### config.mk
export PLATFORM = sky130hd
export DESIGN_NAME = cloc_top
export DESIGN_NICKNAME = d
export VERILOG_FILES = /design/src/inc/cloc_pkg.sv /design/src/hw/cloc_timer.sv /design/src/hw/cloc_top.sv
export SDC_FILE = /design/constraint.sdc
export NUM_CORES = 1
export LEC_CHECK = 0
export BUFFER_PORTS_ARGS = -buffer_cell sky130_fd_sc_hd__buf_2
export CORE_UTILIZATION = 30
export CTS_CLUSTER_DIAMETER = 100
export DETAILED_ROUTE_END_ITERATION = 8
export SYNTH_ARGS = -nofsm -noshare
export SYNTH_HDL_FRONTEND = slang
export SYNTH_SLANG_ARGS = --single-unit
### constraint.sdc
create_clock -name mclk_in -period 5.1 [get_ports mclk_in]
set_input_delay 0.51 -clock mclk_in [delete_from_list [all_inputs] [get_ports mclk_in]]
set_output_delay 0.51 -clock mclk_in [all_outputs]
set_load 0.1 [all_outputs]
### src/inc/cloc_pkg.sv
// shared constants and types for the camera output line control block
package cloc_pkg;

   // structure
   localparam int NLINE  = 4;
   localparam int SEL_W  = 2;
   localparam int CNT_W  = 12;
   localparam int BASE_W = 8;
   localparam int ADDR_W = 8;
   localparam int DATA_W = 32;

   // timing
   localparam int CLK_HZ  = 100_000_000;
   localparam int TICK_US = 1;
   localparam int US_CYC  = (CLK_HZ / 1_000_000) * TICK_US;
   localparam int PRE_W   = 8;

   // register byte addresses
   localparam logic [ADDR_W-1:0] A_LINE_SEL  = 8'h00;
   localparam logic [ADDR_W-1:0] A_LINE_SRC  = 8'h04;
   localparam logic [ADDR_W-1:0] A_LINE_INV  = 8'h08;
   localparam logic [ADDR_W-1:0] A_USER_SEL  = 8'h0c;
   localparam logic [ADDR_W-1:0] A_USER_VAL  = 8'h10;
   localparam logic [ADDR_W-1:0] A_USER_ALL  = 8'h14;
   localparam logic [ADDR_W-1:0] A_ACQ_MODE  = 8'h18;
   localparam logic [ADDR_W-1:0] A_TMR_SEL   = 8'h1c;
   localparam logic [ADDR_W-1:0] A_TMR_DLY   = 8'h20;
   localparam logic [ADDR_W-1:0] A_TMR_WID   = 8'h24;
   localparam logic [ADDR_W-1:0] A_DLY_BASE  = 8'h28;
   localparam logic [ADDR_W-1:0] A_WID_BASE  = 8'h2c;
   localparam logic [ADDR_W-1:0] A_LEVELS    = 8'h30;

   // reset values and limits
   localparam logic [CNT_W-1:0]  DLY_RST  = 12'h000;
   localparam logic [CNT_W-1:0]  WID_RST  = 12'h001;
   localparam logic [CNT_W-1:0]  CNT_ONE  = 12'h001;
   localparam logic [CNT_W-1:0]  CNT_ZERO = 12'h000;
   localparam logic [BASE_W-1:0] BASE_RST = 8'h01;
   localparam logic [BASE_W-1:0] BASE_ZERO = 8'h00;
   localparam logic [SEL_W-1:0]  SEL_RST  = 2'h0;
   localparam logic [DATA_W-1:0] DATA_ZERO = 32'h0000_0000;

   // line sources; the timer code means the line's own timer
   typedef enum logic [2:0] {
      SRC_ACQ_WAIT,
      SRC_TRIG_RDY,
      SRC_EXP_ACT,
      SRC_TIMER,
      SRC_USER
   } cloc_src_t;

   // timer states
   typedef enum logic [1:0] {
      T_IDLE,
      T_DELAY,
      T_HIGH
   } cloc_tst_t;

endpackage : cloc_pkg

### src/hw/cloc_timer.sv
// one delay and pulse timer
`timescale 1ns/1ns
module cloc_timer
#(
   parameter int CNT_W = cloc_pkg::CNT_W
)
(
   // clock and reset
   input  wire logic             mclk_in,
   input  wire logic             rst_b_in,
   // start and ticks
   input  wire logic             start_in,
   input  wire logic             dly_tick_in,
   input  wire logic             wid_tick_in,
   // settings
   input  wire logic [CNT_W-1:0] delay_in,
   input  wire logic [CNT_W-1:0] width_in,
   // timer level
   output logic                  level_out
);

   cloc_pkg::cloc_tst_t state_r;
   cloc_pkg::cloc_tst_t state_nxt;
   logic [CNT_W-1:0]    cnt_r;
   logic [CNT_W-1:0]    cnt_nxt;
   logic                lvl_r;
   logic                lvl_nxt;

   always_comb
   begin
      state_nxt = state_r;
      cnt_nxt   = cnt_r;
      unique case (state_r)
         cloc_pkg::T_IDLE:
            if (start_in) // RL10
            begin
               if (delay_in == cloc_pkg::CNT_ZERO) // RL15
               begin
                  state_nxt = cloc_pkg::T_HIGH;
                  cnt_nxt   = width_in;
               end
               else
               begin
                  state_nxt = cloc_pkg::T_DELAY;
                  cnt_nxt   = delay_in;
               end
            end
         cloc_pkg::T_DELAY:
            if (dly_tick_in) // RL15
            begin
               if (cnt_r <= cloc_pkg::CNT_ONE) // RL10
               begin
                  state_nxt = cloc_pkg::T_HIGH;
                  cnt_nxt   = width_in;
               end
               else
                  cnt_nxt = cnt_r - cloc_pkg::CNT_ONE;
            end
         cloc_pkg::T_HIGH:
            if (wid_tick_in) // RL16
            begin
               if (cnt_r <= cloc_pkg::CNT_ONE) // RL11
                  state_nxt = cloc_pkg::T_IDLE;
               else
                  cnt_nxt = cnt_r - cloc_pkg::CNT_ONE;
            end
      endcase
      lvl_nxt = (state_nxt == cloc_pkg::T_HIGH); // RL18
   end

   always_ff @(posedge mclk_in or negedge rst_b_in)
   begin
      if (!rst_b_in)
      begin
         state_r <= cloc_pkg::T_IDLE;
         cnt_r   <= cloc_pkg::CNT_ZERO;
         lvl_r   <= 1'b0;
      end
      else
      begin
         state_r <= state_nxt;
         cnt_r   <= cnt_nxt;
         lvl_r   <= lvl_nxt;
      end
   end

   assign level_out = lvl_r;
endmodule : cloc_timer

### src/hw/cloc_top.sv
// camera output line control: source select, inverters, soft levels, timers, apb
// What this block does
// RL1: each line picks status, timer or soft source
// RL2: line index selects line for source/invert
// RL3: trigger-wait source only in standard mode
// RL4: reset: exposure line 1, ready line 2
// RL5: soft source drives written, readable level
// RL6: soft output index n sets line n
// RL7: 32-bit vector, low four bits set all
// RL8: per-line inverter complements selected source
// RL9: soft level applied before the inverter
// RL10: start runs delay, then output goes high
// RL11: output falls when width elapses
// RL12: exposure start is the only start event
// RL13: timer n reaches only line n
// RL14: software inverts line for high-during-delay
// RL15: delay is count 0..4095 times tick
// RL16: width is count 1..4095 times tick
// RL17: one delay tick shared by all timers
// RL18: idle timer low; starts ignored while active
//
// The APB register port and the placing of the registers were decided locally.
`timescale 1ns/1ns
module cloc_top
#(
   parameter int NLINE  = cloc_pkg::NLINE,
   parameter int CNT_W  = cloc_pkg::CNT_W,
   parameter int BASE_W = cloc_pkg::BASE_W
)
(
   // clock and reset
   input  wire logic                        mclk_in,
   input  wire logic                        rst_b_in,
   // apb slave
   input  wire logic                        psel_in,
   input  wire logic                        penable_in,
   input  wire logic                        pwrite_in,
   input  wire logic [cloc_pkg::ADDR_W-1:0] paddr_in,
   input  wire logic [cloc_pkg::DATA_W-1:0] pwdata_in,
   output logic      [cloc_pkg::DATA_W-1:0] prdata_out,
   output logic                             pready_out,
   output logic                             pslverr_out,
   // status signals
   input  wire logic                        acq_wait_in,
   input  wire logic                        trig_rdy_in,
   input  wire logic                        exp_act_in,
   // output lines
   output logic      [NLINE-1:0]            line_out
);

   localparam int SW = cloc_pkg::SEL_W;
   localparam int DW = cloc_pkg::DATA_W;

   // register state
   logic [SW-1:0]       line_sel_r, line_sel_nxt;
   cloc_pkg::cloc_src_t src_r [NLINE];
   cloc_pkg::cloc_src_t src_nxt [NLINE];
   logic [NLINE-1:0]    inv_r, inv_nxt;
   logic [SW-1:0]       user_sel_r, user_sel_nxt;
   logic [NLINE-1:0]    user_r, user_nxt;
   logic                std_r, std_nxt;
   logic [SW-1:0]       tmr_sel_r, tmr_sel_nxt;
   logic [CNT_W-1:0]    dly_r [NLINE];
   logic [CNT_W-1:0]    dly_nxt [NLINE];
   logic [CNT_W-1:0]    wid_r [NLINE];
   logic [CNT_W-1:0]    wid_nxt [NLINE];
   logic [BASE_W-1:0]   dbase_r, dbase_nxt;
   logic [BASE_W-1:0]   wbase_r, wbase_nxt;
   // bus answer
   logic [DW-1:0]       prdata_r, prdata_nxt;
   logic                pready_r, pready_nxt;
   logic                pslverr_r, pslverr_nxt;
   logic                wr_en;
   // ticks, start, lines
   logic [cloc_pkg::PRE_W-1:0] us_cnt_r, us_cnt_nxt;
   logic                us_tick;
   logic [BASE_W-1:0]   dcnt_r, dcnt_nxt, wcnt_r, wcnt_nxt;
   logic                dly_tick_r, dly_tick_nxt, wid_tick_r, wid_tick_nxt;
   logic                exp_d_r;
   logic                start;
   logic [NLINE-1:0]    tmr_lvl;
   logic [NLINE-1:0]    line_r, line_nxt;

   // selected source level, before the inverter
   function automatic logic src_level(input cloc_pkg::cloc_src_t s, input logic std,
                                      input logic aw, input logic tr, input logic ex,
                                      input logic tm, input logic us);
      logic v;
      v = 1'b0;
      unique case (s)
         cloc_pkg::SRC_ACQ_WAIT: v = aw & std; // RL3
         cloc_pkg::SRC_TRIG_RDY: v = tr;
         cloc_pkg::SRC_EXP_ACT:  v = ex;
         cloc_pkg::SRC_TIMER:    v = tm; // RL13
         cloc_pkg::SRC_USER:     v = us; // RL5
      endcase
      return v;
   endfunction : src_level

   function automatic logic [DW-1:0] zext(input logic [CNT_W-1:0] v);
      return {{(DW-CNT_W){1'b0}}, v};
   endfunction : zext

   // apb decode and register writes
   assign wr_en = psel_in & penable_in & pwrite_in & pready_r;

   always_comb
   begin
      line_sel_nxt = line_sel_r;
      src_nxt      = src_r;
      inv_nxt      = inv_r;
      user_sel_nxt = user_sel_r;
      user_nxt     = user_r;
      std_nxt      = std_r;
      tmr_sel_nxt  = tmr_sel_r;
      dly_nxt      = dly_r;
      wid_nxt      = wid_r;
      dbase_nxt    = dbase_r;
      wbase_nxt    = wbase_r;
      if (wr_en)
      begin
         case (paddr_in)
            cloc_pkg::A_LINE_SEL: line_sel_nxt = pwdata_in[SW-1:0]; // RL2
            cloc_pkg::A_LINE_SRC:
               if (pwdata_in[2:0] <= cloc_pkg::SRC_USER &&
                   !(pwdata_in[2:0] == cloc_pkg::SRC_ACQ_WAIT && !std_r)) // RL3
                  src_nxt[line_sel_r] = cloc_pkg::cloc_src_t'(pwdata_in[2:0]); // RL1
            cloc_pkg::A_LINE_INV: inv_nxt[line_sel_r] = pwdata_in[0]; // RL8
            cloc_pkg::A_USER_SEL: user_sel_nxt = pwdata_in[SW-1:0];
            cloc_pkg::A_USER_VAL: user_nxt[user_sel_r] = pwdata_in[0]; // RL6
            cloc_pkg::A_USER_ALL: user_nxt = pwdata_in[NLINE-1:0]; // RL7
            cloc_pkg::A_ACQ_MODE: std_nxt = pwdata_in[0];
            cloc_pkg::A_TMR_SEL:  tmr_sel_nxt = pwdata_in[SW-1:0];
            cloc_pkg::A_TMR_DLY:  dly_nxt[tmr_sel_r] = pwdata_in[CNT_W-1:0]; // RL15
            cloc_pkg::A_TMR_WID:
               if (pwdata_in[CNT_W-1:0] != cloc_pkg::CNT_ZERO) // RL16
                  wid_nxt[tmr_sel_r] = pwdata_in[CNT_W-1:0];
            cloc_pkg::A_DLY_BASE:
               if (pwdata_in[BASE_W-1:0] != cloc_pkg::BASE_ZERO) // RL17
                  dbase_nxt = pwdata_in[BASE_W-1:0];
            cloc_pkg::A_WID_BASE:
               if (pwdata_in[BASE_W-1:0] != cloc_pkg::BASE_ZERO)
                  wbase_nxt = pwdata_in[BASE_W-1:0];
            default: ;
         endcase
      end
   end

   always_ff @(posedge mclk_in or negedge rst_b_in)
   begin
      if (!rst_b_in)
      begin
         line_sel_r <= cloc_pkg::SEL_RST;
         src_r[0]   <= cloc_pkg::SRC_EXP_ACT; // RL4
         src_r[1]   <= cloc_pkg::SRC_TRIG_RDY; // RL4
         for (int i = 2; i < NLINE; i++)
            src_r[i] <= cloc_pkg::SRC_USER;
         inv_r      <= '0;
         user_sel_r <= cloc_pkg::SEL_RST;
         user_r     <= '0;
         std_r      <= 1'b1;
         tmr_sel_r  <= cloc_pkg::SEL_RST;
         for (int i = 0; i < NLINE; i++)
         begin
            dly_r[i] <= cloc_pkg::DLY_RST;
            wid_r[i] <= cloc_pkg::WID_RST;
         end
         dbase_r    <= cloc_pkg::BASE_RST;
         wbase_r    <= cloc_pkg::BASE_RST;
      end
      else
      begin
         line_sel_r <= line_sel_nxt;
         src_r      <= src_nxt;
         inv_r      <= inv_nxt;
         user_sel_r <= user_sel_nxt;
         user_r     <= user_nxt;
         std_r      <= std_nxt;
         tmr_sel_r  <= tmr_sel_nxt;
         dly_r      <= dly_nxt;
         wid_r      <= wid_nxt;
         dbase_r    <= dbase_nxt;
         wbase_r    <= wbase_nxt;
      end
   end

   // apb answer: one wait state, data prepared in the first access cycle
   always_comb
   begin
      pready_nxt  = psel_in & penable_in & ~pready_r;
      prdata_nxt  = cloc_pkg::DATA_ZERO;
      pslverr_nxt = 1'b0;
      if (pready_nxt)
      begin
         case (paddr_in)
            cloc_pkg::A_LINE_SEL: prdata_nxt[SW-1:0] = line_sel_r;
            cloc_pkg::A_LINE_SRC: prdata_nxt[2:0] = src_r[line_sel_r];
            cloc_pkg::A_LINE_INV: prdata_nxt[0] = inv_r[line_sel_r];
            cloc_pkg::A_USER_SEL: prdata_nxt[SW-1:0] = user_sel_r;
            cloc_pkg::A_USER_VAL: prdata_nxt[0] = user_r[user_sel_r]; // RL5
            cloc_pkg::A_USER_ALL: prdata_nxt[NLINE-1:0] = user_r; // RL7
            cloc_pkg::A_ACQ_MODE: prdata_nxt[0] = std_r;
            cloc_pkg::A_TMR_SEL:  prdata_nxt[SW-1:0] = tmr_sel_r;
            cloc_pkg::A_TMR_DLY:  prdata_nxt = zext(dly_r[tmr_sel_r]);
            cloc_pkg::A_TMR_WID:  prdata_nxt = zext(wid_r[tmr_sel_r]);
            cloc_pkg::A_DLY_BASE: prdata_nxt[BASE_W-1:0] = dbase_r;
            cloc_pkg::A_WID_BASE: prdata_nxt[BASE_W-1:0] = wbase_r;
            cloc_pkg::A_LEVELS:   prdata_nxt[2*NLINE-1:0] = {tmr_lvl, line_r};
            default:              pslverr_nxt = 1'b1;
         endcase
      end
   end

   always_ff @(posedge mclk_in or negedge rst_b_in)
   begin
      if (!rst_b_in)
      begin
         prdata_r  <= cloc_pkg::DATA_ZERO;
         pready_r  <= 1'b0;
         pslverr_r <= 1'b0;
      end
      else
      begin
         prdata_r  <= prdata_nxt;
         pready_r  <= pready_nxt;
         pslverr_r <= pslverr_nxt;
      end
   end

   // 1 us divider and shared delay and width ticks
   assign us_tick = (us_cnt_r == cloc_pkg::PRE_W'(cloc_pkg::US_CYC - 1));

   always_comb
   begin
      us_cnt_nxt   = us_tick ? '0 : us_cnt_r + 1'b1;
      dcnt_nxt     = dcnt_r;
      wcnt_nxt     = wcnt_r;
      dly_tick_nxt = 1'b0;
      wid_tick_nxt = 1'b0;
      if (us_tick)
      begin
         dly_tick_nxt = (dcnt_r + 1'b1 >= dbase_r); // RL17
         dcnt_nxt     = dly_tick_nxt ? '0 : dcnt_r + 1'b1;
         wid_tick_nxt = (wcnt_r + 1'b1 >= wbase_r);
         wcnt_nxt     = wid_tick_nxt ? '0 : wcnt_r + 1'b1;
      end
   end

   always_ff @(posedge mclk_in or negedge rst_b_in)
   begin
      if (!rst_b_in)
      begin
         us_cnt_r   <= '0;
         dcnt_r     <= '0;
         wcnt_r     <= '0;
         dly_tick_r <= 1'b0;
         wid_tick_r <= 1'b0;
         exp_d_r    <= 1'b0;
      end
      else
      begin
         us_cnt_r   <= us_cnt_nxt;
         dcnt_r     <= dcnt_nxt;
         wcnt_r     <= wcnt_nxt;
         dly_tick_r <= dly_tick_nxt;
         wid_tick_r <= wid_tick_nxt;
         exp_d_r    <= exp_act_in;
      end
   end

   // exposure start is the one start event
   assign start = exp_act_in & ~exp_d_r; // RL12

   for (genvar g = 0; g < NLINE; g++)
   begin : g_tmr
      cloc_timer #(.CNT_W(CNT_W)) u_tmr (
         .mclk_in     (mclk_in),
         .rst_b_in    (rst_b_in),
         .start_in    (start),
         .dly_tick_in (dly_tick_r),
         .wid_tick_in (wid_tick_r),
         .delay_in    (dly_r[g]),
         .width_in    (wid_r[g]),
         .level_out   (tmr_lvl[g])
      );
   end

   // line mux, soft level first, inverter last
   always_comb
   begin
      for (int i = 0; i < NLINE; i++)
         line_nxt[i] = src_level(src_r[i], std_r, acq_wait_in, trig_rdy_in, exp_act_in,
                                 tmr_lvl[i], user_r[i]) ^ inv_r[i]; // RL9
   end

   always_ff @(posedge mclk_in or negedge rst_b_in)
   begin
      if (!rst_b_in)
         line_r <= '0;
      else
         line_r <= line_nxt; // RL8
   end

   assign line_out    = line_r;
   assign prdata_out  = prdata_r;
   assign pready_out  = pready_r;
   assign pslverr_out = pslverr_r;

   for (genvar k = 0; k < NLINE; k++)
   begin : g_chk

   end
endmodule : cloc_top

* Word-level counts from Yosys, hierarchy flattened *
Index checks and enable logic that the tools add are counted.

word-level totals
  register bits after elaboration = 264
  output and inout bits = 38
  bits of input ports = 48

cells by class
  order comparisons = 15
  multiplexer cells = 101
  bitwise operators = 14
  equal/unequal tests = 57
  reduce and logical (&&, ||, !) cells = 41
  $add $sub $neg = 7

operators by type and width
  kind                                                                               count
  12-bit two-way mux                                                                 30
  12-bit one-hot mux with 3 select lines                                             4
  48-bit bitwise mux                                                                 2
  12-bit binary-select mux with 2-bit select                                         2
  12-bit by 1-bit less-or-equal comparator with 1-bit output, second input constant  4
  12-bit logical NOT                                                                 4
  2-bit two-way mux                                                                  24
  12-bit by 1-bit subtractor with 12-bit output, second input constant               4
  8-bit by 6-bit == test with 1-bit output, second input constant                    5
  8-bit by 5-bit == test with 1-bit output, second input constant                    4
  2-bit inequality test, second input constant                                       15
  8-bit by 1-bit adder with 8-bit output, second input constant                      3
  12-bit demux with 2-bit select                                                     1
  3-bit by 2-bit == test with 1-bit output, second input constant                    8
  8-bit two-way mux                                                                  3
  2-bit one-hot mux with 3 select lines                                              4
  1-bit one-hot mux with 5 select lines                                              4
  4-bit one-hot mux with 5 select lines                                              1
  2-bit == test, second input constant                                               8
  8-bit by 4-bit == test with 1-bit output, second input constant                    2
  8-bit greater-or-equal comparator                                                  2
  4-bit one-hot mux with 2 select lines                                              2
  4-bit AND reduction                                                                4
  3-bit logical NOT                                                                  5
  37 further kinds                                                                   90

* Depth between registers and ports, before layout *
  depth after elaboration = 6
  depth in mapped cells = 10
  mapped depth without buffers = 10

* Modules after synthesis *
From an unflattened synthesis, not the netlist that was laid out.

unflattened totals
  cell total of the unflattened synthesis = 1434
  area, all modules = 15120.8 um^2

modules (own cells, without submodules)
  module                           area an instance (um^2)  cells each  seq. area each (um^2)  times used
  cloc_top                         9522.9                   749         4618.2                 1
  cloc_timer (g_tmr[0].u_tmr ...)  1402.6                   173         375.4                  3
  cloc_timer (g_tmr[1].u_tmr)      1390.1                   166         375.4                  1

* Worst setup path after synthesis *
OpenSTA, ideal clock, no wires.

  kind = flip-flop to flip-flop
  start point = register g_tmr[3].u_tmr.cnt_r[6]
  end point = register g_tmr[3].u_tmr.cnt_r[3]
  library setup time = 0.135 ns
  period minus slack after synthesis = 2.776 ns
  stages on the path, launching flop included = 9
  path slack = 2.324 ns
  arrival time = 2.641 ns
  buffers on the path = 2
  cells stage by stage = dfrtp_1 -> or4_4 -> or3_1 -> buf_2 -> or4_4 -> buf_6 -> mux2_4 -> a221oi_1 -> o31ai_1

between the ends
  word-level cells in the longest chain between the ends = 4

ends and longest elaborated chain
  what                                                            line                                source
  start: declaration                                              cloc_timer.sv:24                    logic [CNT_W-1:0] cnt_r;
  start signal: assignment                                        cloc_timer.sv:76                    cnt_r <= cloc_pkg::CNT_ZERO;
  start signal: assignment                                        cloc_timer.sv:82                    cnt_r <= cnt_nxt;
  12-bit by 1-bit less-or-equal comparator with 1-bit output (*)  cloc_timer.sv:51, cloc_timer.sv:62
  12-bit two-way mux                                              cloc_timer.sv:51                    if (cnt_r <= cloc_pkg::CNT_ONE)
  12-bit two-way mux                                              cloc_timer.sv:49                    if (dly_tick_in)
  12-bit one-hot mux with 3 select lines                          cloc_timer.sv:33                    unique case (state_r)

Every way passes the cells marked *; elsewhere a longest branch is shown, timed or not. The select of a mux whose other input is x is not followed.
A chain may end at the register's enable or synchronous reset.

* Worst setup path after layout *
  start point = register g_tmr[3].u_tmr.cnt_r[6]
  end point = register g_tmr[3].u_tmr.lvl_r

between the ends
  word-level cells in the longest chain between the ends = 5

ends and longest elaborated chain
  what                                                            line                                source
  12-bit by 1-bit less-or-equal comparator with 1-bit output (*)  cloc_timer.sv:51, cloc_timer.sv:62
  2-bit two-way mux (on tied branches)                            cloc_timer.sv:62, cloc_timer.sv:51
  2-bit two-way mux (on tied branches)                            cloc_timer.sv:60, cloc_timer.sv:49
  2-bit one-hot mux with 3 select lines (*)                       cloc_timer.sv:33
  2-bit == test (*)                                               cloc_timer.sv:68                    lvl_nxt = (state_nxt == cloc_pkg::T_HIGH);
  via g_tmr[3].u_tmr.lvl_nxt                                      cloc_timer.sv:27                    logic lvl_nxt;
  end signal: assignment                                          cloc_timer.sv:83                    lvl_r <= lvl_nxt;
  end: declaration                                                cloc_timer.sv:26                    logic lvl_r;

The timed path passes the listed nets; every way through them passes the cells marked *.

==> impl_metrics.csv <==
group,metric,value,unit
power,leakagePower,7.11,nW
power,net-switching-power,2.35,mW
place,gp_congestion,0.883,
cts,cts.sinks,244,
cts,cts.path.max_buffers,3,
cts,path_clk_slew,0.06,ns
synthesis,synth_top_area_frac,0.404,
timing,grt_setup_unrepaired,"no",
final_layout,final_core_utilization,0.341,
timing,finalSetupTns,0,ns
power,p_clk_frac,0.305,
cts,htree_levels,1,
detailed_routing,drtIter0Drc,1068,
final_layout,num_antenna_cells,0,
power,powerDensity,395,nW/µm²
detailed_routing,via_per_inst,5.66,
detailed_routing,antenna_left,0,
die,die_w,221,µm
timing,slew_headroom,0.272,
synthesis,yosys.cell_count.top_type,"dfrtp_1",
cts,hold_buffers,0,
cts,cts_tree,"built",
global_routing,grt_pass1_vias,11171,
detailed_routing,post-route-drc-count,0,
global_routing,grt_overflow,0,
outcome,status,"completed",
cts,clock_latency,0.55,ns
place,placed_cells,1967,
place,portBuffers,45,
cts,cts_buffers,27,
timing,hold_viol_final,0,
synthesis,yosysSeqAreaShare,0.424,
place,dp_hpwl,29600,µm
synthesis,synth_area_leaders,"dfrtp_1, mux2_2, mux4_2, ha_1, o21ai_0",
final_layout,nets,1476,
global_routing,grt_usage,0.167,
power,comb_power_share,0.338,
job,maxCapViolations,0,
synthesis,synthTopCellsByCount,"dfrtp_1, mux2_2, nand2_1",
timing,setup_viol,0,
worst_setup_path,crit_path_end_kind,"flip-flop",
timing,fmax,324,MHz
die,fp-row-count,79,
synthesis,synth_area_leader_cell,"dfrtp_1",
timing,tightest_slew,1.09,ns
global_routing,grt_start_max_net_pins,103,
die,die_h,221,µm
timing,fin_crit,3.09,ns
synthesis,synth_cell_types,76,
die,top_level_ports,86,
die,start_util,0.307,
synthesis,synth_area,14400,µm²
power,intPower,3.97,mW
die,die_area,48900,µm²
min_path,hold_path.class,"in2async",
timing,clock_skew,0.0188,ns
synthesis,syn_inst,1385,
worst_setup_path,critPathKind,"reg2reg",
final_layout,layout-drive-gt1-share,0.218,
final_layout,area_growth,11.0,%
detailed_routing,via_count,11418,
timing,maxSlewViolCount,0,
synthesis,ys.flop_type,"dfrtp_1",
worst_setup_path,regToRegSetupSlack,2.01,ns
cts,cts_resized,0,
global_routing,grt_pass1_wl,65600,µm
power,irDropWorstVdd,0.248,mV
detailed_routing,drt_wl_total,41300,µm
power,p_sw_frac,0.372,
synthesis,ys_warn_count,0,
detailed_routing,wire_per_inst,20.5,µm
final_layout,finalNonFillerCells,2017,
die,core_area,47000,µm²
synthesis,synth_seq_cells,244,
timing,finalCritPeriodShare,0.605,
power,seq_power_share,0.357,
worst_setup_path,worstSetupStartpointType,"flip-flop",
synthesis,synth.avg_cell_area,10.4,µm²
worst_setup_path,arrival,3.47,ns
cts,cts_root_buffer,"clkbuf_16",
global_routing,antenna_found_initial,0,
worst_setup_path,cp_max_fo,17,
worst_setup_path,required,5.48,ns
synthesis,ys_async_sr_fraction,1.00,
synthesis,synth_edf_count,0,
cts,cts_setup_buffers,0,
detailed_routing,drt_first_pass_iters,5,
[critical path: stages, from the launching register on]
cell       delay (ns)
dfrtp_1          0.42
or4_4            0.56
or3_1            0.45
or4_4            0.70
a2111oi_0        0.44
a2111o_1         0.19
a31oi_1          0.16
[power groups by stage]
| stage | Clock (mW) | Sequential, mW | Combinational, mW |
|---|---|---|---|
| 3_3_place_gp | 0 | 2.28 | 2.07 |
| 4_1_cts | 1.97 | 2.25 | 2.12 |
| 6_report | 1.93 | 2.26 | 2.14 |
| 3_5_place_dp | 0 | 2.29 | 2.11 |
| 2_1_floorplan | 0 | 2.24 | 1.63 |
| 5_1_grt | 2.05 | 2.28 | 2.38 |
[per-layer routing]
layer,vias up,track usage,share of wire
li1,5196,-,-
met1,5785,0.222,0.44
met2,363,0.276,0.47
met3,74,0.0260,0.057
met4,0,0.0564,0.031
met5,-,0,0
[path summary, 6_finish.rpt]
path | endpoint | start | cells after the start
max | g_tmr[3].u_tmr.level_out | g_tmr[3].u_tmr.cnt_r[6] | 6
min | g_tmr[3].u_tmr.cnt_r[2] | rst_b_in | 1
max reg2reg | g_tmr[3].u_tmr.level_out | g_tmr[3].u_tmr.cnt_r[6] | 6
min reg2reg | us_cnt_r[7] | us_cnt_r[7] | 1
max in group asynchronous | wid_r[41] | rst_b_in | 2
min in group mclk_in | exp_d_r | exp_act_in | 1
[sequential cells by signal, summed over array words and instances (netlist names), 2 cells and up]
name,count
g_tmr.u_tmr.cnt_r,48
wbase_r,8
dly_r,48
tmr_sel_r,2
g_tmr.u_tmr.state_r,8
src_r,12
us_cnt_r,8
wcnt_r,8
inv_r,4
dcnt_r,8
user_r,4
wid_r,48
line_sel_r,2
prdata_out,12
line_out,4
dbase_r,8
user_sel_r,2
g_tmr.u_tmr.level_out,4
[placed cells by master, fill, tap and decap left out, types with 39 or more instances in the layout]
cell	instances
inv_1	51
buf_2	44
ha_1	39
o21ai_0	86
nand2_1	109
mux2_2	141
nor2_1	70
dfrtp_1	233
[area by class of cell]
type	count	area, µm²
Fill cell	4616	30900
Multi-Input combinational cell	1000	7690
Sequential cell	244	6120
Tap cell	607	759
Clock buffer	38	757
Timing Repair Buffer	64	378
Inverter	52	195
Clock inverter	12	111
[cell families (layout without fill, tap and decap cells)]
group,count (synthesis),in the layout,share of synthesized area
XOR/XNOR,31,31,0.0188
adder cells (fa/ha/maj),39,39,0.0338
AND/OR/NAND/NOR,367,367,0.128
AO/OA/AOI/OAI,360,360,0.179
multiplexers,183,183,0.168
buffers and inverters,160,166,0.0476
flip-flops,244,244,0.424
other,1,20,0.000260
[metrics by stage]
stage,setup slack [ns],area (µm²),hold WS [ns],power (mW)
finish,2.01,16000,0.0113,6.32
global route,1.83,16000,0.0572,6.71
CTS,2.02,16000,0.0439,6.34
detailed placement,1.86,15100,0.461,4.40
global placement,1.90,15100,0.460,4.35
floorplan,2.32,14500,0.214,3.87
No activity file was read; power rests on OpenSTA's default activity.
